==> config.mk <==
export PLATFORM = sky130hd
export DESIGN_NAME = bcvr_regs
export DESIGN_NICKNAME = d
export VERILOG_FILES = /design/src/bcvr_pkg.sv /design/src/bcvr_regs.sv
export SDC_FILE = /design/constraint.sdc
export NUM_CORES = 1
export LEC_CHECK = 0
export BUFFER_PORTS_ARGS = -buffer_cell sky130_fd_sc_hd__buf_2
export CAP_MARGIN = 20
export CORE_MARGIN = 2
export CORE_UTILIZATION = 55
export DETAILED_ROUTE_END_ITERATION = 8
export GPL_TIMING_DRIVEN = 0
export PLACE_DENSITY = 0.78
export SLEW_MARGIN = 15
export SYNTH_ARGS = -nofsm -noshare
export SYNTH_HDL_FRONTEND = slang
export SYNTH_SLANG_ARGS = --single-unit
export TNS_END_PERCENT = 30
==> constraint.sdc <==
create_clock -name clk -period 11.6 [get_ports clk]
set_input_delay 1.16 -clock clk [delete_from_list [all_inputs] [get_ports clk]]
set_output_delay 1.16 -clock clk [all_outputs]
set_load 0.1 [all_outputs]
==> src/bcvr_pkg.sv <==
// constants and carriers for the bridge config/verify register bank
package bcvr_pkg;
    // =========================================
    // frame layout
    localparam int FRAME_BITS = 16;
    localparam int ADDR_MSB   = 15;
    localparam int ADDR_LSB   = 12;
    localparam int WR_BIT     = 11;
    localparam int DATA_MSB   = 10;
    localparam int DATA_LSB   = 1;

    // =========================================
    // register addresses
    localparam logic [3:0] ADDR_CFG3 = 4'h3;
    localparam logic [3:0] ADDR_CFG4 = 4'h4;
    localparam logic [3:0] ADDR_CFG5 = 4'h5;
    localparam logic [3:0] ADDR_CMD0 = 4'h6;
    localparam logic [3:0] ADDR_CMD1 = 4'h7;
    localparam logic [3:0] ADDR_RES0 = 4'h8;
    localparam logic [3:0] ADDR_RES1 = 4'h9;

    // =========================================
    // reset values, writable masks and the start kick mask
    localparam logic [9:0] CFG3_RST   = 10'h210;
    localparam logic [9:0] CFG4_RST   = 10'h060;
    localparam logic [9:0] CFG5_RST   = 10'h0f5;
    localparam logic [9:0] CMD0_RST   = 10'h000;
    localparam logic [9:0] CMD1_RST   = 10'h000;
    localparam logic [9:0] CFG5_MASK  = 10'h1f7;
    localparam logic [9:0] CMD1_MASK  = 10'h3ef;
    localparam logic [9:0] START_MASK = 10'h1ef;

    // =========================================
    // timing and scaling
    localparam int         CLK_PERIOD_NS = 50;
    localparam int         VDQ_STEP_NS   = 100;
    localparam int         VDQ_STEP_CYC  = (VDQ_STEP_NS + CLK_PERIOD_NS - 1) / CLK_PERIOD_NS;
    localparam logic [8:0] OLT_STEP_MV   = 9'h019;
    localparam logic [4:0] BITCNT_SAT    = 5'h11;

    // =========================================
    // register carriers
    typedef struct packed {
        logic [3:0] onLoadThreshold;
        logic [5:0] drainFaultVerifyTime;
    } bcvr_cfg3_s;

    typedef struct packed {
        logic       onLoadDetectEn;
        logic       enableWatchdogOn;
        logic       offLoadTestCurrentSel;
        logic       gateRegLevelSel;
        logic [5:0] phaseCompThreshold;
    } bcvr_cfg4_s;

    typedef struct packed {
        logic       spareHi;
        logic       offLoadDetectDis;
        logic [3:0] senseOffsetSel;
        logic       spareLo;
        logic [2:0] senseGainSel;
    } bcvr_cfg5_s;

    typedef struct packed {
        logic offLoadPhaseSel;
        logic chkPhaseConnHigh;
        logic chkPhaseConnLow;
        logic chkDrainOver;
        logic chkOvercurrent;
        logic spare;
        logic chkGateUnder;
        logic chkOnLoad;
        logic chkOffLoadSource;
        logic chkOffLoadSink;
    } bcvr_cmd1_s;

    typedef struct packed {
        logic resPhaseBConn;
        logic resPhaseAConn;
        logic resBridgeSupplyDisc;
        logic resLowSrcBDisc;
        logic resLowSrcADisc;
    } bcvr_res0_s;

    typedef struct packed {
        logic resPhaseBState;
        logic resPhaseAState;
        logic resSenseBDisc;
        logic resSenseADisc;
    } bcvr_res1_s;
endpackage

==> src/bcvr_regs.sv <==
// serial-access configuration and verification register bank
`timescale 1ns/1ps
`default_nettype none

module bcvr_regs
(
    // clock and reset
    input  wire logic                 clk,
    input  wire logic                 rst_n,
    // serial port
    input  wire logic                 strobeN,
    input  wire logic                 sck,
    input  wire logic                 sdi,
    output logic                      sdo,
    output logic                      sdoEn,
    output logic                      frameError,
    // configuration
    output bcvr_pkg::bcvr_cfg3_s      loadCfg,
    output bcvr_pkg::bcvr_cfg4_s      thrCfg,
    output bcvr_pkg::bcvr_cfg5_s      ampCfg,
    output logic [9:0]                supplyVerify,
    output bcvr_pkg::bcvr_cmd1_s      bridgeVerify,
    output bcvr_pkg::bcvr_cmd1_s      bridgeVerifyStart,
    // decoded settings
    output logic [8:0]                onLoadThresholdMv,
    output logic [6:0]                drainVerifyCycles,
    output logic [5:0]                senseGain,
    output logic [11:0]               senseOffsetMv,
    // monitor results
    input  wire bcvr_pkg::bcvr_res0_s connectRes,
    input  wire bcvr_pkg::bcvr_res1_s phaseRes
);

    // =========================================
    // lookup tables
    function automatic logic [11:0] offsetMv(input logic [3:0] code);
        logic [11:0] mv;
        mv = 12'h000;
        unique case (code)
            4'h0, 4'h1: mv = 12'h000;
            4'h2, 4'h3: mv = 12'h064;
            4'h4:       mv = 12'h0c8;
            4'h5:       mv = 12'h12c;
            4'h6:       mv = 12'h190;
            4'h7:       mv = 12'h1f4;
            4'h8:       mv = 12'h2ee;
            4'h9:       mv = 12'h3e8;
            4'ha:       mv = 12'h4e2;
            4'hb:       mv = 12'h5dc;
            4'hc:       mv = 12'h6d6;
            4'hd:       mv = 12'h7d0;
            4'he:       mv = 12'h8ca;
            4'hf:       mv = 12'h9c4;
        endcase
        return mv;
    endfunction

    function automatic logic [5:0] gainOf(input logic [2:0] code);
        logic [5:0] g;
        g = 6'h00;
        unique case (code)
            3'h0: g = 6'h0a;
            3'h1: g = 6'h0f;
            3'h2: g = 6'h14;
            3'h3: g = 6'h19;
            3'h4: g = 6'h1e;
            3'h5: g = 6'h23;
            3'h6: g = 6'h28;
            3'h7: g = 6'h32;
        endcase
        return g;
    endfunction

    // =========================================
    // reset release
    logic rstMeta_reg;
    logic rstSync;

    always_ff @(posedge clk or negedge rst_n)
    begin
        if (!rst_n)
        begin
            rstMeta_reg <= 1'b0;
            rstSync     <= 1'b0;
        end
        else
        begin
            rstMeta_reg <= 1'b1;
            rstSync     <= rstMeta_reg;
        end
    end

    // =========================================
    // serial edges and frame decode
    logic        sckQ_reg;
    logic        strobeQ_reg;
    logic        armed_reg;
    logic [15:0] rxShift_reg;
    logic [4:0]  bitCnt_reg;
    logic [15:0] txShift_reg;
    logic [3:0]  rdAddr_reg;
    logic        sdoEn_reg;
    logic        frameError_reg;

    wire         sckRise    = sck & ~sckQ_reg;
    wire         sckFall    = ~sck & sckQ_reg;
    wire         frameStart = ~strobeN & strobeQ_reg & armed_reg;
    wire         frameEnd   = strobeN & ~strobeQ_reg & armed_reg;
    wire         inFrame    = ~strobeN & armed_reg;
    wire [3:0]   rxAddr     = rxShift_reg[bcvr_pkg::ADDR_MSB:bcvr_pkg::ADDR_LSB];
    wire         rxWr       = rxShift_reg[bcvr_pkg::WR_BIT];
    wire [9:0]   rxData     = rxShift_reg[bcvr_pkg::DATA_MSB:bcvr_pkg::DATA_LSB];
    wire         parityOk   = ^rxShift_reg;
    wire         lenOk      = bitCnt_reg == 5'(bcvr_pkg::FRAME_BITS);
    wire         commit     = frameEnd & parityOk & lenOk;
    wire         wrCommit   = commit & rxWr;

    // register selects
    wire         wrCfg3 = wrCommit & (rxAddr == bcvr_pkg::ADDR_CFG3);
    wire         wrCfg4 = wrCommit & (rxAddr == bcvr_pkg::ADDR_CFG4);
    wire         wrCfg5 = wrCommit & (rxAddr == bcvr_pkg::ADDR_CFG5);
    wire         wrCmd0 = wrCommit & (rxAddr == bcvr_pkg::ADDR_CMD0);
    wire         wrCmd1 = wrCommit & (rxAddr == bcvr_pkg::ADDR_CMD1);

    // a frame already running when reset lifts is not trusted
    always_ff @(posedge clk or negedge rstSync)
    begin
        if (!rstSync)
            armed_reg <= 1'b0;
        else if (strobeN)
            armed_reg <= 1'b1;
    end

    always_ff @(posedge clk or negedge rstSync)
    begin
        if (!rstSync)
        begin
            sckQ_reg    <= 1'b1;
            strobeQ_reg <= 1'b1;
        end
        else
        begin
            sckQ_reg    <= sck;
            strobeQ_reg <= strobeN;
        end
    end

    always_ff @(posedge clk or negedge rstSync)
    begin
        if (!rstSync)
        begin
            rxShift_reg <= 16'h0000;
            bitCnt_reg  <= 5'h00;
        end
        else if (frameStart)
        begin
            rxShift_reg <= 16'h0000;
            bitCnt_reg  <= 5'h00;
        end
        else if (inFrame && sckRise)
        begin
            rxShift_reg <= {rxShift_reg[14:0], sdi};
            if (bitCnt_reg != bcvr_pkg::BITCNT_SAT)
                bitCnt_reg <= bitCnt_reg + 5'h01;
        end
    end

    // =========================================
    // registers
    bcvr_pkg::bcvr_cfg3_s cfg3_reg;
    bcvr_pkg::bcvr_cfg4_s cfg4_reg;
    bcvr_pkg::bcvr_cfg5_s cfg5_reg;
    logic [9:0]           cmd0_reg;
    bcvr_pkg::bcvr_cmd1_s cmd1_reg;
    bcvr_pkg::bcvr_cmd1_s start_reg;
    bcvr_pkg::bcvr_res0_s res0_reg;
    bcvr_pkg::bcvr_res1_s res1_reg;

    always_ff @(posedge clk or negedge rstSync)
    begin
        if (!rstSync)
        begin
            cfg3_reg <= bcvr_pkg::CFG3_RST;
            cfg4_reg <= bcvr_pkg::CFG4_RST;
            cfg5_reg <= bcvr_pkg::CFG5_RST;
            cmd0_reg <= bcvr_pkg::CMD0_RST;
            cmd1_reg <= bcvr_pkg::CMD1_RST;
        end
        else
        begin
            if (wrCfg3)
                cfg3_reg <= rxData;
            if (wrCfg4)
                cfg4_reg <= rxData;
            if (wrCfg5)
                cfg5_reg <= rxData & bcvr_pkg::CFG5_MASK;
            if (wrCmd0)
                cmd0_reg <= rxData;
            if (wrCmd1)
                cmd1_reg <= rxData & bcvr_pkg::CMD1_MASK;
        end
    end

    // start is a single-cycle kick; the phase select bit never kicks
    always_ff @(posedge clk or negedge rstSync)
    begin
        if (!rstSync)
            start_reg <= '0;
        else
            start_reg <= wrCmd1 ? (rxData & bcvr_pkg::START_MASK) : '0;
    end

    // results are sampled every cycle; writes never reach them
    always_ff @(posedge clk or negedge rstSync)
    begin
        if (!rstSync)
        begin
            res0_reg <= '0;
            res1_reg <= '0;
        end
        else
        begin
            res0_reg <= connectRes;
            res1_reg <= phaseRes;
        end
    end

    // =========================================
    // reply: register named by the previous good frame
    logic [9:0] replyData;
    wire  [9:0] res0Data = {4'h0, res0_reg[4:2], 1'b0, res0_reg[1:0]};
    wire  [9:0] res1Data = {5'h00, res1_reg[3:2], 1'b0, res1_reg[1:0]};

    always_comb
    begin
        unique case (rdAddr_reg)
            bcvr_pkg::ADDR_CFG3: replyData = cfg3_reg;
            bcvr_pkg::ADDR_CFG4: replyData = cfg4_reg;
            bcvr_pkg::ADDR_CFG5: replyData = cfg5_reg;
            bcvr_pkg::ADDR_CMD0: replyData = cmd0_reg;
            bcvr_pkg::ADDR_CMD1: replyData = cmd1_reg;
            bcvr_pkg::ADDR_RES0: replyData = res0Data;
            bcvr_pkg::ADDR_RES1: replyData = res1Data;
            default:             replyData = 10'h000;
        endcase
    end

    wire [15:0] replyWord = {rdAddr_reg, 1'b0, replyData, ~^{rdAddr_reg, replyData}};

    always_ff @(posedge clk or negedge rstSync)
    begin
        if (!rstSync)
        begin
            txShift_reg    <= 16'h0000;
            rdAddr_reg     <= bcvr_pkg::ADDR_CFG3;
            sdoEn_reg      <= 1'b0;
            frameError_reg <= 1'b0;
        end
        else
        begin
            sdoEn_reg <= inFrame;
            if (frameStart)
                txShift_reg <= replyWord;
            else if (inFrame && sckFall)
                txShift_reg <= {txShift_reg[14:0], 1'b0};
            if (commit)
                rdAddr_reg <= rxAddr;
            if (frameEnd)
                frameError_reg <= ~(parityOk & lenOk);
        end
    end

    // =========================================
    // decoded settings
    logic [8:0]  oltMv_reg;
    logic [6:0]  tvdCyc_reg;
    logic [5:0]  gain_reg;
    logic [11:0] offMv_reg;

    wire [8:0] oltMvNext = 9'(({5'h00, cfg3_reg.onLoadThreshold} + 9'h001) * bcvr_pkg::OLT_STEP_MV);
    wire [6:0] tvdNext   = 7'({1'b0, cfg3_reg.drainFaultVerifyTime} * 7'(bcvr_pkg::VDQ_STEP_CYC));

    always_ff @(posedge clk or negedge rstSync)
    begin
        if (!rstSync)
        begin
            oltMv_reg  <= 9'h000;
            tvdCyc_reg <= 7'h00;
            gain_reg   <= 6'h00;
            offMv_reg  <= 12'h000;
        end
        else
        begin
            oltMv_reg  <= oltMvNext;
            tvdCyc_reg <= tvdNext;
            gain_reg   <= gainOf(cfg5_reg.senseGainSel);
            offMv_reg  <= offsetMv(cfg5_reg.senseOffsetSel);
        end
    end

    // =========================================
    // outputs
    assign sdo               = txShift_reg[15];
    assign sdoEn             = sdoEn_reg;
    assign frameError        = frameError_reg;
    assign loadCfg           = cfg3_reg;
    assign thrCfg            = cfg4_reg;
    assign ampCfg            = cfg5_reg;
    assign supplyVerify      = cmd0_reg;
    assign bridgeVerify      = cmd1_reg;
    assign bridgeVerifyStart = start_reg;
    assign onLoadThresholdMv = oltMv_reg;
    assign drainVerifyCycles = tvdCyc_reg;
    assign senseGain         = gain_reg;
    assign senseOffsetMv     = offMv_reg;
endmodule

`default_nettype wire

==> metrics, run 1 <==
most common cell after layout, fill and taps aside dfrtp_1; Die X 114 um; number of global-route vias before repair 4851; CP Class flop to flop; count of final max-slew check failures 0; first-pass GRT wire length 25.6 mm; synthesized area per cell 12.5 sq um; ANT nets after route 0; pwr/cell area 149 nW/um^2; PortBufs 103; reg-to-reg slack, setup 8.55 ns; Worst-path clk slew 0.06 ns; first drt pass iteration count 5; Rel. slew slack 53.7%; critical-path maximum fanout 10; Std-Cell Rows 40; post_cts resized 0; drt via density 5.66; ANT cells 0; layout cells sized above 1 34.3%; root buf cell clkbuf_16; Post-Syn Instances 536; post-layout min period 3.05 ns; Cell Area, Synth 6680 sq um; register bit total from synthesis 144; crit path capture type flop; Nets 719; area of the multi-input gates 2770 sq um; CP arrival 3.35 ns; clock latency on the worst-skew pair 0.43 ns; Clock Skew 0.00934 ns; global-route usage over all layers 26.2%; drc violations 0; Reg area 3620 sq um; post-synthesis cell type count 53; GRT overflow 0; Hold Crit Class flop to async pin; top sig layer met5; total power 1.22 mW; FILL cells 825; post-DP HPWL 10.8 mm; Metal-1 WL 6.48 mm; Worst Tran Pin Value 0.695 ns; run status finished, final reports clean; Placer Congestion 0.814; DR iter-0 viols 369; sequential cell area fraction in the yosys report 54.2%; Leakage 4.17 nW; clk sinks 144; setup bufs post-CTS 0; CTS buffer count 17; placed cells 794; met3 WL post-DR 988 um; total detailed-routing wirelength 16.0 mm; final setup TNS 0 ns; final count of negative-setup-slack endpoints 0; final cell count without fillers 826; type of origin of the critical path flop; post-layout util 68.5%; total number of vias 4679; H-tree depth 4; final period utilization 26.3%; die height 114 um; Hold Vio Cnt, Final 0; commonest cells after routing, fill and taps aside dfrtp_1, buf_2, mux2_2; metal2 WL 8.02 mm; Synth warnings 0; Worst EP required 11.90 ns; Syn-to-layout area delta 22.1%; I/O pins 111; antenna violations before repair 0; Starting Density 56.1%; CTS Hold Buffers Added 0; largest net degree at the start of global routing 64; Die Area 13000 sq um; CTS tree built; Peak VDD IR 0.0989 mV; Core Area 11900 sq um; max-cap violations 0; Max Clock Freq 328 MHz; average wire per standard cell 19.3 um; clock buffer depth 2; RSZ-0062 raised after global routing false
-- path summary, 6_finish.rpt --
check | start | to | cells after the start
worst max-delay path | rdAddr_reg[0]$_DFFE_PN1N_ | txShift_reg[0]$_DFFE_PN0P_ | 9
worst min-delay path | rstSync$_DFF_PN0_ | bridgeVerifyStart[8]$_DFF_PN0_ | 0
worst max register to register | rdAddr_reg[0]$_DFFE_PN1N_ | txShift_reg[0]$_DFFE_PN0P_ | 9
worst min register to register | rstSync$_DFF_PN0_ | bridgeVerifyStart[8]$_DFF_PN0_ | 0
max in group asynchronous | rstSync$_DFF_PN0_ | ampCfg[5]$_DFFE_PN1P_ | 1
min in group clk | rstMeta_reg$_DFF_PN0_ | rstSync$_DFF_PN0_ | 0
-- critical path, cell delays in order, from the launching register on --
cell      delay, ns
dfstp_2        0.56
inv_1          0.08
ha_1           0.20
clkbuf_1       0.29
a222oi_1       0.74
o21ai_0        0.26
a311oi_1       0.37
xnor2_1        0.17
xnor2_1        0.15
o21ai_0        0.10
-- stage by stage --
step | setup WS, ns | cell area, sq um | hold slack [ns]
final | 8.55 | 8160 | 0.302
after detailed placement | 8.44 | 7460 | 0.310
after global routing | 8.37 | 8160 | 0.345
after CTS | 8.67 | 8160 | 0.317
after global placement | 5.98 | 7400 | 0.339
after floorplan | 7.32 | 6700 | 0.331
-- cell families (layout without fill, tap and decap cells) --
group | Yosys count | after routing | share of synthesized area, %
other | 2 | 8 | 0.112
buffers and inverters | 62 | 199 | 4.65
AOI/OAI and AO/OA | 98 | 98 | 10.5
xor gates and xnor gates | 34 | 34 | 4.87
DFF | 144 | 144 | 54.2
and+or+nand+nor | 93 | 93 | 7.70
adders and majority gates | 39 | 39 | 7.31
muxes | 64 | 64 | 10.6
-- synthesized netlist by cell type, drive strengths merged --
cell,instances,share of area [%]
clkbuf,22,1.3
buf,21,2.3
a311oi,1,0.13
a221oi,3,0.49
nand2b,4,0.37
a31oi,1,0.094
nor3b,1,0.11
nand4,6,1.1
mux2i,15,2.2
dfrtp,130,49
and2,13,1.3
nand2,25,1.4
inv,19,1.1
nand3,2,0.15
a221o,1,0.15
nor2b,11,1.0
o21a,3,0.34
and4,1,0.15
dfstp,14,5.5
a21boi,1,0.11
a211oi,8,0.90
o211ai,1,0.11
and3b,3,0.39
o21bai,3,0.34
o21ai,20,1.5
a22oi,7,0.79
nor2,23,1.3
a21oi,18,1.3
o31ai,1,0.11
a222oi,7,1.0
mux2,49,8.4
a32o,3,0.45
xnor2,23,3.0
xor2,9,1.2
a211o,1,0.13
a22o,19,2.5
or2,1,0.094
xnor3,2,0.67
and3,2,0.19
ha,39,7.3
nor3,1,0.075
conb,2,0.11
-- power breakdown --
| part | switching, mW | internal [mW] | total [mW] |
|---|---|---|---|
| Sequential | 0.00903 | 0.514 | 0.523 |
| Combinational | 0.0379 | 0.0162 | 0.0541 |
| Clock | 0.205 | 0.436 | 0.641 |
| Total | 0.252 | 0.966 | 1.22 |
-- area by class of cell --
| type | instances | area share (%) |
|---|---|---|
| clock buffers | 22 | 5.69 |
| flip-flops and latches | 144 | 44.4 |
| well taps | 147 | 2.26 |
| multi-input cells | 336 | 34.0 |
| plain buffers | 43 | 2.93 |
| repair buffers | 105 | 7.00 |
| clock inverters | 10 | 2.84 |
| inverters | 19 | 0.875 |
-- metal layers --
| layer | track usage [%] | vias up |
|---|---|---|
| li1 | - | 2121 |
| met1 | 33.0 | 2336 |
| met2 | 43.0 | 183 |
| met3 | 5.61 | 37 |
| met4 | 12.4 | 2 |
| met5 | 3.92 | - |
No activity file was read; power rests on OpenSTA's default activity.
==> run 2, diff against run 1 <==
CORE_UTILIZATION = 51   (was 55)
PLACE_DENSITY = 0.76   (was 0.78)
clock period = 2.7 ns   (was 11.6 ns; I/O delays follow)
==> run 2 against run 1 <==
Effect of this change:
- power increased to 4.2 times the previous value
- largest power group unchanged
- final cell count grew 5.4%
- combinational power grew to 4.6 times the previous value
- first-iteration DRC count fell by 11%
- maximum frequency is 13% higher
- global-route usage fell by 2.1 points
- clock power grew to 4.0 times the previous value
- via count grew 2.4%
- critical endpoint unchanged
- worst hold slack lost 0.23 ns
==> metrics, run 2 (synthesis gave the netlist of run 1 again) <==
run status finished, final reports clean; total power 5.08 mW (+320%); largest net degree at the start of global routing 58 (-9.4%); first-pass GRT wire length 26.0 mm (+1.5%); Hold Crit Class primary input to flop; most common cell after layout, fill and taps aside dfrtp_1; type of origin of the critical path flop; placed cells 819 (+3.1%); final cell count without fillers 871 (+5.4%); Die Area 14000 sq um (+7.6%); DR iter-0 viols 329 (-11%); CTS buffer count 17 (unchanged); RSZ-0062 raised after global routing true; Leakage 4.27 nW (+2.3%); ANT cells 0 (unchanged); drc violations 0 (unchanged); root buf cell clkbuf_16; Die X 118 um (+3.7%); max-cap violations 0 (unchanged); Worst EP required 3.01 ns (-8.89 ns); commonest cells after routing, fill and taps aside dfrtp_1, buf_2, mux2_2; clock buffer depth 2 (unchanged); Std-Cell Rows 41 (+2.5%); reg-to-reg slack, setup 0.008 ns (-8.55 ns); clock latency on the worst-skew pair 0.43 ns (about the same); antenna violations before repair 0 (unchanged); pwr/cell area 601 nW/um^2 (+300%); layout cells sized above 1 38.5% (+4.2 points); post-DP HPWL 10.9 mm (+1.5%); Syn-to-layout area delta 26.5%; die height 118 um (+3.7%); global-route usage over all layers 24.1% (-2.1 points); Clock Skew 0.00737 ns (-0.00198 ns); WHS 0.0731 ns (-0.229 ns); first drt pass iteration count 6 (+1); number of global-route vias before repair 4845 (-0.12%); clk sinks 144 (unchanged); Max Clock Freq 371 MHz (+13%); total number of vias 4791 (+2.4%); setup slack after layout 0.00751 ns (-8.55 ns); Placer Congestion 0.869 (+6.7%); post-layout min period 2.69 ns (-0.355 ns); I/O pins 111 (unchanged); final period utilization 99.7% (+73 points); Post-Place Cell Area 7490 sq um (+0.42%); H-tree depth 4 (unchanged); Worst-path clk slew 0.06 ns (about the same); Core Area 12700 sq um (+6.8%); crit path capture type flop; total detailed-routing wirelength 16.3 mm (+2.3%); pre-CTS WS -0.219 ns (-8.65 ns); count of final max-slew check failures 0 (unchanged); Starting Density 52.5% (-3.6 points); PortBufs 103 (unchanged); Rel. slew slack 61.1% (+7.4 points); drt via density 5.50 (-2.9%); critical-path maximum fanout 10 (unchanged); Nets 739 (+2.8%); average wire per standard cell 18.8 um (-3.0%); post-route cell area 8450 sq um (+3.6%); GRT overflow 0 (unchanged); Worst Tran Pin Value 0.584 ns (-0.111 ns); CP Class flop to flop; CP arrival 3.00 ns (-0.35 ns); final count of negative-setup-slack endpoints 0 (unchanged); Hold Vio Cnt, Final 0 (unchanged); Peak VDD IR 0.732 mV (+640%); CTS tree built; ANT nets after route 0 (unchanged); FILL cells 940 (+14%)
==> run 2: timing repair <==
item	in CTS	in global routing
hold buffers	12	0
hold endpoints to repair	13	0
setup buffers	4	10
cloned	0	0
pin swaps	6	20
endpoints found under the setup margin	3	48
resized for setup	6	34
==> run 2: layout make-up <==
type | count | area (sq um) | area share (%)
Clock inverter | 10 | 184 | 2.18
Clock buffer | 22 | 464 | 5.49
Tap cell | 172 | 215 | 2.55
Sequential cell | 144 | 3630 | 42.9
Multi-Input combinational cell | 336 | 2860 | 33.9
Timing Repair Buffer | 131 | 796 | 9.42
Buffer | 37 | 225 | 2.66
Inverter | 19 | 76.3 | 0.903
==> run 2: critical path: stages, from the launching register on <==
cell and delay (ns):
dfstp_2 0.61, inv_4 0.07, ha_4 0.18, buf_6 0.14, a222oi_1 0.44, o21ai_0 0.25, a311oi_1 0.42, xnor2_1 0.20
xnor2_1 0.16, o21ai_1 0.09
==> run 2: per-stage QoR <==
step | TNS, ns | utilization (%)
after floorplan | -0.689 | -
after global placement | -51.54 | 58.4
after detailed placement | -0.219 | 58.9
after CTS | 0 | 65.2
after global routing | -3.02 | 66.4
final | 0 | 66.4
==> run 2: final timing paths <==
check                                                from                        endpoint  cells past startpoint
worst max-delay path            rdAddr_reg[0]$_DFFE_PN1N_      txShift_reg[0]$_DFFE_PN0P_                      9
worst min-delay path                                  sdi      rxShift_reg[0]$_DFFE_PN0P_                      2
worst max register to register  rdAddr_reg[0]$_DFFE_PN1N_      txShift_reg[0]$_DFFE_PN0P_                      9
worst min register to register          rstSync$_DFF_PN0_  bridgeVerifyStart[5]$_DFF_PN0_                      0
max in group asynchronous               rstSync$_DFF_PN0_          loadCfg[4]$_DFFE_PN1P_                      2
min in group asynchronous                           rst_n               rstSync$_DFF_PN0_                      2
==> run 2: report_power, final <==
group / total (mW) / internal [mW] / switching [mW]
registers: 2.25 / 2.21 / 0.0398
clock network: 2.58 / 1.69 / 0.897
logic: 0.248 / 0.0823 / 0.166
==> run 2: routing by layer <==
layer	routed length, um	track usage [%]	vias up
met1	6710	30.7	2398
met4	408	9.30	0
met3	1160	6.81	42
met5	0	0	-
met2	8060	39.0	185
li1	-	-	2166
==> run 3, diff against run 2 <==
clock period = 2.2 ns   (was 2.7 ns; I/O delays follow)
==> run 3 against run 2 <==
Effect of this change:
- the run now ends with setup timing left
- first-iteration DRC count increased by 33%
- final cell count rose by 2.8%
- sequential share of layout area down 2.9 points
- sequential power up 23%
- largest power group unchanged
==> metrics, run 3 (synthesis gave the netlist of run 1 again) <==
PortBufs 103 (unchanged); Peak VDD IR 0.792 mV (+8.2%); ANT nets after route 0 (unchanged); final count of negative-setup-slack endpoints 59 (+59); ANT cells 0 (unchanged); global-route usage over all layers 27.3% (+3.2 points); clock buffer depth 2 (unchanged); final setup TNS -10.56 ns (-10.56 ns); root buf cell clkbuf_16; final period utilization 123% (+24 points); worst r2r src rdAddr_reg[1]$_DFFE_PN1N_; CP endpoint txShift_reg[0]$_DFFE_PN0P_; post-layout min period 2.71 ns (+0.0192 ns); Syn-to-layout area delta 35.8%; FF-to-FF End txShift_reg[0]$_DFFE_PN0P_; max-cap violations 0 (unchanged); crit path capture type flop; total number of vias 5129 (+7.1%); Placer Congestion 0.844 (-2.8%); CTS tree built; clk sinks 144 (unchanged); RSZ-0062 raised after global routing true; CP most frequent cell buf_4; CP Launch Point rdAddr_reg[1]$_DFFE_PN1N_; critical-path maximum fanout 8 (-2); Nets 763 (+3.2%); Leakage 4.49 nW (+5.3%); CTS buffer count 17 (unchanged); first-pass GRT wire length 29.0 mm (+12%); I/O pins 111 (unchanged); Post-Place Cell Area 7600 sq um (+1.4%); commonest cells after routing, fill and taps aside dfrtp_1, buf_2, mux2_2; Hold Vio Cnt, Final 0 (unchanged); CP Class flop to flop; post-layout util 71.3% (+4.9 points); WHS 0.0166 ns (-0.0565 ns); number of global-route vias before repair 5324 (+9.9%); antenna violations before repair 0 (unchanged); Worst EP required 2.51 ns (-0.50 ns); Worst-path clk slew 0.06 ns (about the same); post-route cell area 9070 sq um (+7.3%); layout cells sized above 1 44.4% (+5.9 points); pwr/cell area 695 nW/um^2 (+16%); largest net degree at the start of global routing 64 (+10%); Core Area 12700 sq um (unchanged); Max Clock Freq 369 MHz (-0.71%); first drt pass iteration count 5 (-1); Worst Tran Pin Value 0.620 ns (+0.0365 ns); Slowest Stage Delay on Critical Path 0.59 ns (-0.02 ns); drt via density 5.73 (+4.2%); post-DP HPWL 10.9 mm (+0.12%); count of final max-slew check failures 0 (unchanged); total detailed-routing wirelength 18.9 mm (+15%); Die Area 14000 sq um (unchanged); setup slack after layout -0.512 ns (-0.519 ns); GRT overflow 0 (unchanged); average wire per standard cell 21.1 um (+12%); Starting Density 52.5% (unchanged); R2R cell count 10 (+1); clock latency on the worst-skew pair 0.44 ns (about the same); Rel. slew slack 58.7% (-2.4 points); most common cell after layout, fill and taps aside dfrtp_1; H-tree depth 4 (unchanged); reg-to-reg slack, setup -0.51 ns (-0.52 ns); cell breakdown of the critical path inv_4, ha_4, buf_4, a222oi_1, buf_4, o21ai_0, a311oi_2, xnor2_2, xnor2_1, o21ai_1; CP arrival 3.02 ns (+0.02 ns); type of origin of the critical path flop; CP max-delay cell dfstp_2; drc violations 0 (unchanged); violated checks setup timing; die height 118 um (unchanged); run status complete, but fails checks; Std-Cell Rows 41 (unchanged); Clock Skew 0.0130 ns (+0.00565 ns); Hold Crit Class primary input to flop; DR iter-0 viols 436 (+33%); Die X 118 um (unchanged)
## run 3: timing repair
action	4_1_cts	5_1_grt
buffers inserted	23	11
cloned	4	0
hold endpoints to repair	13	0
pin swaps	34	8
endpoints found under the setup margin	74	74
resized for setup	72	15
hold buffers	12	0
## run 3: final cells by class
cell class / count / area, sq um
buffer: 38 / 274
clock buffer: 22 / 484
clock inverter: 10 / 181
fill: 842 / 3650
inverter: 19 / 78.8
multi-input combinational: 337 / 3120
sequential: 144 / 3630
tap: 172 / 215
timing repair buffer: 153 / 1090
## run 3: how the worst min path moves through the flow
| stage | startpoint | endpoint | slack (ns) | cells after the start |
|---|---|---|---|---|
| floorplan | rst_n | rstMeta_reg$_DFF_PN0_ | -0.08 | 0 |
| global placement | rst_n | rstMeta_reg$_DFF_PN0_ | 0.004 | 1 |
| detailed placement | rst_n | rstMeta_reg$_DFF_PN0_ | 0.006 | 1 |
| CTS | strobeN | sdoEn$_DFF_PN0_ | 0.009 | 2 |
| global route | strobeN | armed_reg$_DFFE_PN0P_ | 0.03 | 2 |
| finish | strobeN | sdoEn$_DFF_PN0_ | 0.02 | 2 |
## run 3: report_power, final
part	total (mW)	switching, mW	internal [mW]	leakage (nW)
registers	2.76	0.0489	2.71	1.85
clock network	3.23	1.11	2.13	0.326
logic	0.310	0.209	0.101	2.32
total	6.30	1.36	4.94	4.49
## run 3: routing by layer
metal,up-vias,wire length [um],global-route usage (%),share of wire [%]
met3,64,1320,7.19,7.0
met4,0,703,12.5,3.7
met1,2609,7320,33.1,39
met2,240,9500,45.5,50
li1,2216,-,-,-
met5,-,0,0,0
## run 3: through the flow
step	setup WS (ns)	instances	power [mW]
finish	-0.512	895	6.30
global route	-0.575	895	6.47
CTS	-0.373	886	6.31
detailed placement	-0.927	819	3.09
global placement	-0.844	817	3.06
floorplan	-0.356	542	3.01
## run 3: critical path, delay by kind of cell (launching register included)
family	cells	cell delay [ns]
compound gates	4	1.06
xor+xnor	2	0.30
fa+ha+maj	1	0.17
buf+inv	3	0.45
flops	1	0.59
